$ cat config.mk
export PLATFORM = sky130hd
export DESIGN_NAME = sors_sequencer
export DESIGN_NICKNAME = d
export VERILOG_FILES = /design/src/verilog/sors_pkg.sv /design/src/verilog/sors_ahb_slave.sv /design/src/verilog/sors_edge_counter.sv /design/src/verilog/sors_sequencer.sv
export SDC_FILE = /design/constraint.sdc
export NUM_CORES = 1
export LEC_CHECK = 0
export ABC_AREA = 1
export BUFFER_PORTS_ARGS = -buffer_cell sky130_fd_sc_hd__buf_2
export CORE_UTILIZATION = 40
export DETAILED_ROUTE_END_ITERATION = 6
export PLACE_DENSITY = 0.77
export SLEW_MARGIN = 20
export SYNTH_ARGS = -nofsm -noshare
export SYNTH_HDL_FRONTEND = slang
export SYNTH_SLANG_ARGS = --single-unit
$ cat constraint.sdc
create_clock -name clk -period 2.2 [get_ports clk]
set_clock_uncertainty 0.05 [all_clocks]
set_input_delay 0.22 -clock clk [delete_from_list [all_inputs] [get_ports clk]]
set_output_delay 0.22 -clock clk [all_outputs]
set_load 0.01 [all_outputs]
$ cat src/verilog/sors_pkg.sv
// Package: startup output release sequencer constants, types and register map
package sors_pkg;

  // ****************************************************************
  // Register map (byte addresses)
  // ****************************************************************
  localparam logic [7:0] ctrl_addr = 8'h00;
  localparam logic [7:0] status_addr = 8'h04;
  localparam logic [7:0] cmd_addr = 8'h08;

  // ****************************************************************
  // Control field positions and reset value
  // ****************************************************************
  localparam int ctrl_release_lsb = 0;   // 3 bits io_release_point
  localparam int ctrl_done_lsb = 4;      // 3 bits done_assert_point
  localparam int ctrl_clk_sel_bit = 8;   // startup_clock_select
  localparam int ctrl_sync_bit = 9;      // wait_for_done_line
  localparam int ctrl_osc_bit = 10;      // oscillator_source
  localparam int ctrl_lcm_bit = 11;      // length_count_method
  localparam logic [31:0] ctrl_reset = 32'h0000_0001;
  localparam int cmd_restart_bit = 0;    // Write one: new configuration

  // Status bit positions
  localparam int st_released_bit = 0;
  localparam int st_done_bit = 1;
  localparam int st_illegal_bit = 2;
  localparam int st_edge_lsb = 4;        // 3 bits edge count

  // ****************************************************************
  // Release and done point encodings
  // ****************************************************************
  localparam logic [2:0] pt_edge_one = 3'h0;
  localparam logic [2:0] pt_edge_two = 3'h1;
  localparam logic [2:0] pt_edge_three = 3'h2;
  localparam logic [2:0] pt_edge_four = 3'h3;
  localparam logic [2:0] pt_on_done_rise = 3'h4;
  localparam logic [2:0] pt_done_then_one_edge = 3'h5;
  localparam logic [2:0] pt_done_then_two_edges = 3'h6;

  localparam logic [2:0] edge_cnt_max = 3'h7;
  localparam logic [2:0] edge_cnt_zero = 3'h0;
  localparam logic [1:0] htrans_nonseq = 2'h2;
  localparam logic [2:0] hsize_word = 3'h2;

  // Startup configuration bundle
  typedef struct packed {
    logic length_count_method;
    logic oscillator_source;
    logic wait_for_done_line;
    logic startup_clock_select;   // 0 configuration clock, 1 user clock
    logic ctrl_gap_hi;            // Spare bit so fields sit at their word positions
    logic [2:0] done_assert_point;
    logic ctrl_gap_lo;            // Spare bit between the two point fields
    logic [2:0] io_release_point;
  } sors_cfg_type;

  // Sequencer states
  typedef enum logic [3:0] {
    st_config = 4'b0001,
    st_count = 4'b0010,
    st_done_wait = 4'b0100,
    st_released = 4'b1000
  } sors_state_type;

endpackage

$ cat src/verilog/sors_ahb_slave.sv
// AHB-Lite slave front end: address phase capture, always OKAY
`timescale 1ns/1ps
`default_nettype none
module sors_ahb_slave (
  // Clock and reset
  input wire logic clk,
  input wire logic reset,
  input wire logic ce,
  // AHB-Lite
  input wire logic hsel,
  input wire logic [7:0] haddr,
  input wire logic [1:0] htrans,
  input wire logic hwrite,
  input wire logic [2:0] hsize,
  input wire logic hready,
  output logic hreadyout,
  output logic hresp,
  // Data phase
  output logic wr_valid,
  output logic rd_valid,
  output logic [7:0] phase_addr
);
  logic wr_pend;
  logic rd_pend;

  // Capture the address phase; only nonseq transfers count, and writes must also be whole-word
  always_ff @(posedge clk or posedge reset) begin
    if (reset) begin
      wr_pend <= 1'b0;
      rd_pend <= 1'b0;
      phase_addr <= 8'h00;
    end else if (ce && hready) begin
      wr_pend <= hsel && htrans == sors_pkg::htrans_nonseq && hwrite
                 && hsize == sors_pkg::hsize_word;
      rd_pend <= hsel && htrans == sors_pkg::htrans_nonseq && !hwrite;
      phase_addr <= haddr;
    end
  end

  // Zero wait states
  assign hreadyout = 1'b1;
  assign hresp = 1'b0;
  assign wr_valid = wr_pend && ce;
  assign rd_valid = rd_pend;
endmodule // sors_ahb_slave
`default_nettype wire

$ cat src/verilog/sors_edge_counter.sv
// Saturating counter of startup clock edges
`timescale 1ns/1ps
`default_nettype none
module sors_edge_counter #(
  parameter int width = 3
) (
  // Clock and reset
  input wire logic clk,
  input wire logic reset,
  input wire logic ce,
  // Control
  input wire logic clear,
  input wire logic step,
  // Count
  output logic [width-1:0] count
);
  // Saturates so a long wait never wraps back onto a release point
  always_ff @(posedge clk or posedge reset) begin
    if (reset) begin
      count <= '0;
    end else if (ce) begin
      if (clear) begin
        count <= '0;
      end else if (step && count != {width{1'b1}}) begin
        count <= count + 1'b1;
      end
    end
  end
endmodule // sors_edge_counter
`default_nettype wire

$ cat src/verilog/sors_sequencer.sv
// Startup output release sequencer with AHB-Lite control registers
`timescale 1ns/1ps
`default_nettype none

module sors_sequencer (
  // Clock, reset, enable
  input wire logic clk,
  input wire logic reset,
  input wire logic ce,
  // AHB-Lite
  input wire logic hsel,
  input wire logic [7:0] haddr,
  input wire logic [1:0] htrans,
  input wire logic hwrite,
  input wire logic [2:0] hsize,
  input wire logic hready,
  input wire logic [31:0] hwdata,
  output logic [31:0] hrdata,
  output logic hreadyout,
  output logic hresp,
  // Configuration progress
  input wire logic config_start,
  input wire logic length_count_met,
  input wire logic done_pin_reached,
  // Startup clock qualifiers (synchronous edge strobes, plus config clock pin direction and level)
  input wire logic internal_osc_tick,
  input wire logic oscillator_clock_input,
  input wire logic user_clock_edge,
  input wire logic cclk_pin_is_output,
  input wire logic cclk_pin_in,
  // Shared done line
  input wire logic done_line_input,
  output logic done_out,
  output logic done_oe_n,
  // Release outputs
  output logic io_three_state,
  output logic config_pins_active,
  output logic cclk_pin_out,
  output logic cclk_pin_oe_n
);

  // ****************************************************************
  // Registers and bus
  // ****************************************************************
  sors_pkg::sors_cfg_type cfg;
  sors_pkg::sors_state_type state;
  sors_pkg::sors_state_type next_state;
  logic wr_valid;
  logic rd_valid;
  logic [7:0] phase_addr;
  logic restart_cmd;
  logic done_asserted;
  logic done_line_q;
  logic done_rise_seen;
  logic cclk_edge;
  logic startup_edge;
  logic first_cfg_edge_seen;
  logic count_step;
  logic [2:0] edge_count;
  logic [2:0] done_edge_count;
  logic release_hit;
  logic done_hit;
  logic point_illegal;
  logic lc_reached;
  logic osc_clock;
  logic cclk_q;

  sors_ahb_slave u_bus (
    .clk(clk),
    .reset(reset),
    .ce(ce),
    .hsel(hsel),
    .haddr(haddr),
    .htrans(htrans),
    .hwrite(hwrite),
    .hsize(hsize),
    .hready(hready),
    .hreadyout(hreadyout),
    .hresp(hresp),
    .wr_valid(wr_valid),
    .rd_valid(rd_valid),
    .phase_addr(phase_addr)
  );

  // Control register write; defaults give config clock, edge two, no sync
  always_ff @(posedge clk or posedge reset) begin
    if (reset) begin
      cfg <= sors_pkg::sors_cfg_type'(sors_pkg::ctrl_reset[11:0]);
    end else if (ce && wr_valid && phase_addr == sors_pkg::ctrl_addr) begin
      cfg <= sors_pkg::sors_cfg_type'(hwdata[11:0]);
    end
  end

  assign restart_cmd = wr_valid && phase_addr == sors_pkg::cmd_addr
                       && hwdata[sors_pkg::cmd_restart_bit];

  // Read data, registered; unmapped reads as zero
  always_ff @(posedge clk or posedge reset) begin
    if (reset) begin
      hrdata <= 32'h0000_0000;
    end else if (ce) begin
      unique case (haddr)
        sors_pkg::ctrl_addr: hrdata <= {20'h00000, cfg};
        sors_pkg::status_addr: hrdata <= {25'h0000000, edge_count, 1'b0,
                                          point_illegal, done_asserted,
                                          state == sors_pkg::st_released};
        default: hrdata <= 32'h0000_0000;
      endcase
    end
  end

  // ****************************************************************
  // Startup clock selection
  // ****************************************************************
  // Oscillator source: internal tick or user clock on the osc input
  assign osc_clock = cfg.oscillator_source ? oscillator_clock_input
                                           : internal_osc_tick;

  // Config clock pin driven by the oscillator when the mode makes it an output
  always_ff @(posedge clk or posedge reset) begin
    if (reset) begin
      cclk_q <= 1'b0;
    end else if (ce && osc_clock) begin
      cclk_q <= ~cclk_q;
    end
  end
  assign cclk_pin_out = cclk_q;
  assign cclk_pin_oe_n = ~cclk_pin_is_output;

  // Config clock rising edge: own oscillator or the external pin level
  logic cclk_src_q;
  always_ff @(posedge clk or posedge reset) begin
    if (reset) begin
      cclk_src_q <= 1'b0;
    end else if (ce) begin
      cclk_src_q <= cclk_pin_is_output ? cclk_q : cclk_pin_in;
    end
  end
  assign cclk_edge = (cclk_pin_is_output ? cclk_q : cclk_pin_in) && !cclk_src_q;

  // Length count reached, by length or done alignment
  assign lc_reached = cfg.length_count_method ? (length_count_met && done_pin_reached)
                                              : length_count_met;

  // User edges count only after the first config edge past length count
  assign startup_edge = cfg.startup_clock_select
                        ? (user_clock_edge && first_cfg_edge_seen)
                        : cclk_edge;

  always_ff @(posedge clk or posedge reset) begin
    if (reset) begin
      first_cfg_edge_seen <= 1'b0;
    end else if (ce) begin
      if (state != sors_pkg::st_count) begin
        first_cfg_edge_seen <= 1'b0;
      end else if (cclk_edge) begin
        first_cfg_edge_seen <= 1'b1;
      end
    end
  end

  // ****************************************************************
  // Edge counters
  // ****************************************************************
  // Counter idle once released, cleared by a new configuration
  assign count_step = startup_edge && state == sors_pkg::st_count;

  sors_edge_counter #(.width(3)) u_edges (
    .clk(clk),
    .reset(reset),
    .ce(ce),
    .clear(state == sors_pkg::st_config),
    .step(count_step),
    .count(edge_count)
  );

  // Edges after the done line rose, for the done-plus options
  sors_edge_counter #(.width(3)) u_done_edges (
    .clk(clk),
    .reset(reset),
    .ce(ce),
    .clear(!done_rise_seen),
    .step(startup_edge && state == sors_pkg::st_count),
    .count(done_edge_count)
  );

  // Done line rise detect; waiting devices hold it low meanwhile
  always_ff @(posedge clk or posedge reset) begin
    if (reset) begin
      done_line_q <= 1'b0;
      done_rise_seen <= 1'b0;
    end else if (ce) begin
      done_line_q <= done_line_input;
      if (state == sors_pkg::st_config) begin
        done_rise_seen <= 1'b0;
      end else if (done_line_input && !done_line_q) begin
        done_rise_seen <= 1'b1;
      end
    end
  end

  // ****************************************************************
  // Release point decode
  // ****************************************************************
  // Only the point set valid for this clock and sync choice is honoured
  always_comb begin
    point_illegal = 1'b0;
    release_hit = 1'b0;
    unique case (cfg.io_release_point)
      sors_pkg::pt_edge_two: begin
        release_hit = edge_count == 3'h2;
      end
      sors_pkg::pt_edge_three: begin
        release_hit = edge_count == 3'h3;
        point_illegal = cfg.wait_for_done_line && cfg.startup_clock_select;
      end
      sors_pkg::pt_edge_four: begin
        release_hit = edge_count == 3'h4;
        point_illegal = cfg.wait_for_done_line;
      end
      sors_pkg::pt_on_done_rise: begin
        release_hit = done_line_input;
        point_illegal = !cfg.wait_for_done_line;
      end
      sors_pkg::pt_done_then_one_edge: begin
        release_hit = done_rise_seen && done_edge_count >= 3'h1;
        point_illegal = !cfg.wait_for_done_line;
      end
      sors_pkg::pt_done_then_two_edges: begin
        release_hit = done_rise_seen && done_edge_count >= 3'h2;
        point_illegal = !(cfg.wait_for_done_line && cfg.startup_clock_select);
      end
      default: begin
        point_illegal = 1'b1;
      end
    endcase
    if (point_illegal) begin
      release_hit = 1'b0;
    end
  end

  // Done assert point: config edge one-four, or user edge two-four
  always_comb begin
    unique case (cfg.done_assert_point)
      sors_pkg::pt_edge_one: done_hit = cfg.startup_clock_select
                                        ? first_cfg_edge_seen : edge_count >= 3'h1;
      sors_pkg::pt_edge_two: done_hit = edge_count >= 3'h2;
      sors_pkg::pt_edge_three: done_hit = edge_count >= 3'h3;
      sors_pkg::pt_edge_four: done_hit = edge_count >= 3'h4;
      default: done_hit = edge_count >= 3'h1;
    endcase
  end

  always_ff @(posedge clk or posedge reset) begin
    if (reset) begin
      done_asserted <= 1'b0;
    end else if (ce) begin
      // Set wins over a same-cycle restart; the config state clears it next
      if (done_hit && state != sors_pkg::st_config) begin
        done_asserted <= 1'b1;
      end else if (state == sors_pkg::st_config || restart_cmd) begin
        done_asserted <= 1'b0;
      end
    end
  end
  // Open drain: pull low until done, then let go
  assign done_out = 1'b0;
  assign done_oe_n = done_asserted;

  // ****************************************************************
  // State machine
  // ****************************************************************
  always_comb begin
    next_state = state;
    unique case (state)
      sors_pkg::st_config: if (lc_reached) next_state = sors_pkg::st_count;
      sors_pkg::st_count: if (release_hit) next_state = sors_pkg::st_released;
      sors_pkg::st_done_wait: next_state = sors_pkg::st_count;
      sors_pkg::st_released: next_state = sors_pkg::st_released;
      default: next_state = sors_pkg::st_config;
    endcase
    if (config_start || restart_cmd) begin
      next_state = sors_pkg::st_config;
    end
  end

  always_ff @(posedge clk or posedge reset) begin
    if (reset) begin
      state <= sors_pkg::st_config;
    end else if (ce) begin
      state <= next_state;
    end
  end

  // Done-rise release acts at once, not one edge later
  assign io_three_state = !(state == sors_pkg::st_released
                            || (state == sors_pkg::st_count && release_hit
                                && cfg.io_release_point == sors_pkg::pt_on_done_rise));
  assign config_pins_active = !io_three_state;

endmodule // sors_sequencer
`default_nettype wire
==> impl_summary.md <==
Detailed routing
In the final routed layout, each cell accounts on average for around 12 um. The detail route stage leaves a number of antenna-violating nets equal to 0. The via count is 2404. The number of vias per cell is a little under 5.

The total iterations of the first detailed-routing run is 4. The routed wire length is about 5.7 mm. The DRC violation count after routing is 0.

In this run, the number of DRC markers left after iteration 0 of detailed routing was roughly 130.

Synthesis
By area, the combinational part of the netlist is dominated by simple AND/OR/NAND/NOR gates. The cell count after synthesis came out at about 350. The number of flops mapped to enable cells by yosys is 0.

Counting flops with an async set or reset pin after synthesis yields a share of 100.0%. In this run, synthesis produced a sequential element count of 48. The share of the Yosys chip area taken by registers is 43.49%. The most repeated cell in the gate-level netlist after synthesis is sky130_fd_sc_hd__nand2_1. The synthesized netlist devotes less than 1% of its cell area to XOR and XNOR gates. The share of synthesized cell area in and, or, nand and nor gates is between 20 and 25%. The netlist area before placement is 2768 sq um. In this run, distinct cell masters in the synthesized netlist total 31. The synthesized area divided by synthesized cell count is between 7 and 8 sq um. The area share of the largest cell type after synthesis is 41.59%.

Yosys attributes the largest share of cell area to sky130_fd_sc_hd__dfrtp_1 42%, sky130_fd_sc_hd__nand2_1 11%, sky130_fd_sc_hd__buf_4 6.5%. The library cell with the largest summed area after synthesis is sky130_fd_sc_hd__dfrtp_1. The most used flip-flop cell after synthesis is sky130_fd_sc_hd__dfrtp_1. After Yosys synthesis, full adders, half adders and majority gates account for a little over 4% of the synthesized area. After synthesis, the most frequently instantiated cells are 79 x sky130_fd_sc_hd__nand2_1, 46 x sky130_fd_sc_hd__dfrtp_1, 43 x sky130_fd_sc_hd__inv_1. The multiplexer fraction of the synthesized cell area is 0%. The complex-gate fraction of the synthesized area is 13.02%. Yosys printed 0 warnings.

Critical path
The path depth of the worst reg2reg path is 9. The critical path arrival is about 1.8 ns. The worst setup path is launched from a flip-flop. The worst setup path is of the reg2out kind.

The capture point of the critical path is io_three_state. In this run the worst path has a maximum fanout of 8. The startpoint of the worst register-to-register path is cfg[0]$_DFFE_PP1P_.

The worst register-to-register path ends at state[3]$_DFFE_PP0P_. Data on the critical path is required at its endpoint by 1.93 ns. STA classifies the critical path endpoint as a primary output. In this run the register-to-register setup slack is 0.53 ns. The worst setup path startpoint is cfg[0]$_DFFE_PP1P_.

Clock tree
The number of sinks driven by the clock tree is 48. TritonCTS built the clock tree. The clock network latency to the later pin of the worst-skew pair is 0.30 ns. The number of CTS-inserted buffers is 5. The clock-pin transition on the worst setup and hold timing paths is 0.09 ns.

After clock tree synthesis, the setup repair step added 0 buffers. The clock root buffer is sky130_fd_sc_hd__clkbuf_8. The clock passes through at most 2 buffers.

The maximum level of the CTS H-tree is 2.

Global route
The global-route wire length before repair is 9.459 mm. The via count of the first global-routing pass is between 2000 and 2500. The global router's overall resource usage is around 16%. The number of antenna violations at the first check in global routing was 0. Summed over all layers, the global routing overflow is 0. The pin count of the biggest net entering global routing is 34.

Floorplan
The effective utilization at floorplan is approximately 42%. In this run the vertical extent of the chip is between 80 and 90 um. The die covers slightly above 7000 sq um.

During I/O placement, the number of pins put on the boundary was 100. After floorplanning, the core was divided into 29 placement rows. The die is 85.18 um wide.

The region available for standard cell placement spans around 6500 sq um.

Place
At the end of routability-driven placement, the weighted congestion stood at just under 0.9. In this run the tool buffered the top-level ports with 56 buffer cells. The detailed placer's ending HPWL is between 4 and 5 mm.

Power and ir drop
For this design the static power due to leakage is 1.666 nW. Cell internal power was estimated by the tool at 1.560 mW. The sequential fraction of design power is approximately 48%. Combinational logic burns roughly 25% of the power. IR analysis of the VDD net gives a maximum drop of roughly 0.33 mV. The cell area power density is approximately 740 nW/um^2.

The power consumption is approximately 2.3 mW. The proportion of total power due to net switching is between 30% and 40%. The net switching power is between 0.7 and 0.8 mW. The clock network burns 27.0% of the power.

Timing
The share of the clock period used by the worst path is between 90% and 100%. Setup violations remaining at the end of the flow were counted as 0. The worst-case hold slack is ~0.06 ns.

The final max-slew violation count came to 0. The count of final hold-check violations is 0. The worst path needs 2.109 ns of the cycle, external delays included. The worst-margin pin slew is about 0.68 ns. The tightest slew margin relative to the limit is between 50% and 60%.

For this run, the top clock speed supported by timing is between 0.4 and 0.5 GHz. Setup repair after global routing could not meet its margin everywhere.

Status
The flow ran to the end, and the final reports show no timing, DRC or antenna violations.

Run
The tool flagged a number of max-cap violations equal to 0.

Layout
Of the cells placed in the final design, the portion with a size suffix greater than 1 is 23.47%. 0 antenna diodes ended up in the layout. Relative to the synthesized area, the layout overhead comes to 14.69%. The sequential cell area is roughly 1200 sq um. In the final layout, the multi-input gates occupy between 1000 and 1500 sq um. The net count of the finished layout is about 480.

After filler insertion, the fill cell instance count of the layout stands at approximately 640.

Hold path
The startpoint identified for the worst hold timing path is htrans[0]. The worst hold path belongs to the class in2reg.
-- worst min-delay path by stage --
stage | depth (start not counted) | slack, ns | endpoint
2_1_floorplan | 1 | 0.28 | u_bus.wr_pend$_DFFE_PP0P_
3_3_place_gp | 2 | 0.31 | u_bus.phase_addr[6]$_DFFE_PP0P_
3_5_place_dp | 2 | 0.33 | u_bus.phase_addr[6]$_DFFE_PP0P_
4_1_cts | 2 | 0.06 | u_bus.wr_pend$_DFFE_PP0P_
5_1_grt | 2 | 0.06 | u_bus.wr_pend$_DFFE_PP0P_
6_report | 2 | 0.06 | u_bus.wr_pend$_DFFE_PP0P_
-- state kept, by name, indices dropped and copies added (netlist names) --
name / count
cclk_src_q: 1
u_bus.wr_pend: 1
cclk_pin_out: 1
cfg: 12
done_line_q: 1
hrdata: 12
u_bus.phase_addr: 8
u_edges.count: 3
state: 3
done_oe_n: 1
u_done_edges.count: 3
first_cfg_edge_seen: 1
done_rise_seen: 1
-- what timing repair did --
| action | 4_1_cts | 5_1_grt |
|---|---|---|
| hold buffers | 1 | 0 |
| setup endpoints to repair | 0 | 2 |
| resized for setup | 0 | 5 |
| hold endpoints to repair | 29 | 0 |
-- power by group through the flow --
stage,clock network [mW],logic (mW),registers (mW)
after floorplan,0,0.438,1.12
after global placement,0,0.561,1.13
after detailed placement,0,0.575,1.14
after CTS,0.648,0.585,1.12
after global routing,0.685,0.668,1.14
final,0.634,0.583,1.13
-- cells in the final DEF, fill, tap and decap left out, types with 5 or more instances in the layout --
| cell type | Yosys | routed |
|---|---|---|
| sky130_fd_sc_hd__dfrtp_1 | 46 | 45 |
| sky130_fd_sc_hd__nor2_1 | 28 | 26 |
| sky130_fd_sc_hd__clkbuf_8 | 0 | 5 |
| sky130_fd_sc_hd__a21oi_1 | 10 | 10 |
| sky130_fd_sc_hd__nand2_1 | 79 | 79 |
| sky130_fd_sc_hd__ha_1 | 9 | 8 |
| sky130_fd_sc_hd__buf_2 | 0 | 56 |
| sky130_fd_sc_hd__o21ai_2 | 10 | 10 |
| sky130_fd_sc_hd__conb_1 | 2 | 23 |
| sky130_fd_sc_hd__nand3_1 | 28 | 28 |
| sky130_fd_sc_hd__buf_4 | 24 | 6 |
| sky130_fd_sc_hd__inv_1 | 43 | 42 |
| sky130_fd_sc_hd__nand4_1 | 6 | 6 |
| sky130_fd_sc_hd__o31ai_1 | 6 | 6 |
| sky130_fd_sc_hd__o21ai_0 | 24 | 24 |
-- through the flow --
step / area, sq um / setup WS [ns] / utilization (%) / cells / TNS [ns]
2_1_floorplan: 2846 / 0.5838 / - / 369 / 0
3_3_place_gp: 3039 / 0.3829 / 46.53 / 477 / 0
3_5_place_dp: 3039 / 0.3780 / 46.53 / 477 / 0
4_1_cts: 3161 / 0.02977 / 48.39 / 486 / 0
5_1_grt: 3174 / -0.01531 / 48.60 / 486 / -0.01531
6_report: 3174 / 0.09060 / 48.60 / 486 / 0
-- final cells by class --
type	count	share of cell area, %
clock inverter	3	1.340
inverter	45	5.321
multi-input combinational	245	39.61
sequential	48	37.96
timing repair buffer	63	10.56
tap	77	3.035
clock buffer	5	2.168
-- logic make-up after synthesis --
kind of cell | Yosys count
and+or+nand+nor | 154
buffers and inverters | 76
AOI/OAI and AO/OA | 58
DFF | 48
adders and majority gates | 9
other | 2
xor gates and xnor gates | 1
-- layer usage --
metal | routed length [um] | vias up | track usage [%]
met4 | 96 | 0 | 5.701
li1 | - | 1195 | -
met5 | 0 | - | 0
met3 | 350 | 8 | 3.599
met2 | 2695 | 93 | 27.35
met1 | 2532 | 1108 | 21.12
-- worst max-delay path: stages (launching register included) --
cell	delay, ns
sky130_fd_sc_hd__dfstp_2	0.56
sky130_fd_sc_hd__inv_1	0.15
sky130_fd_sc_hd__nand3_1	0.16
sky130_fd_sc_hd__o21ai_0	0.12
sky130_fd_sc_hd__nor2_2	0.17
sky130_fd_sc_hd__nand3_1	0.10
sky130_fd_sc_hd__nand2_1	0.11
sky130_fd_sc_hd__inv_1	0.04
sky130_fd_sc_hd__buf_2	0.13
No activity file was read; power rests on OpenSTA's default activity.
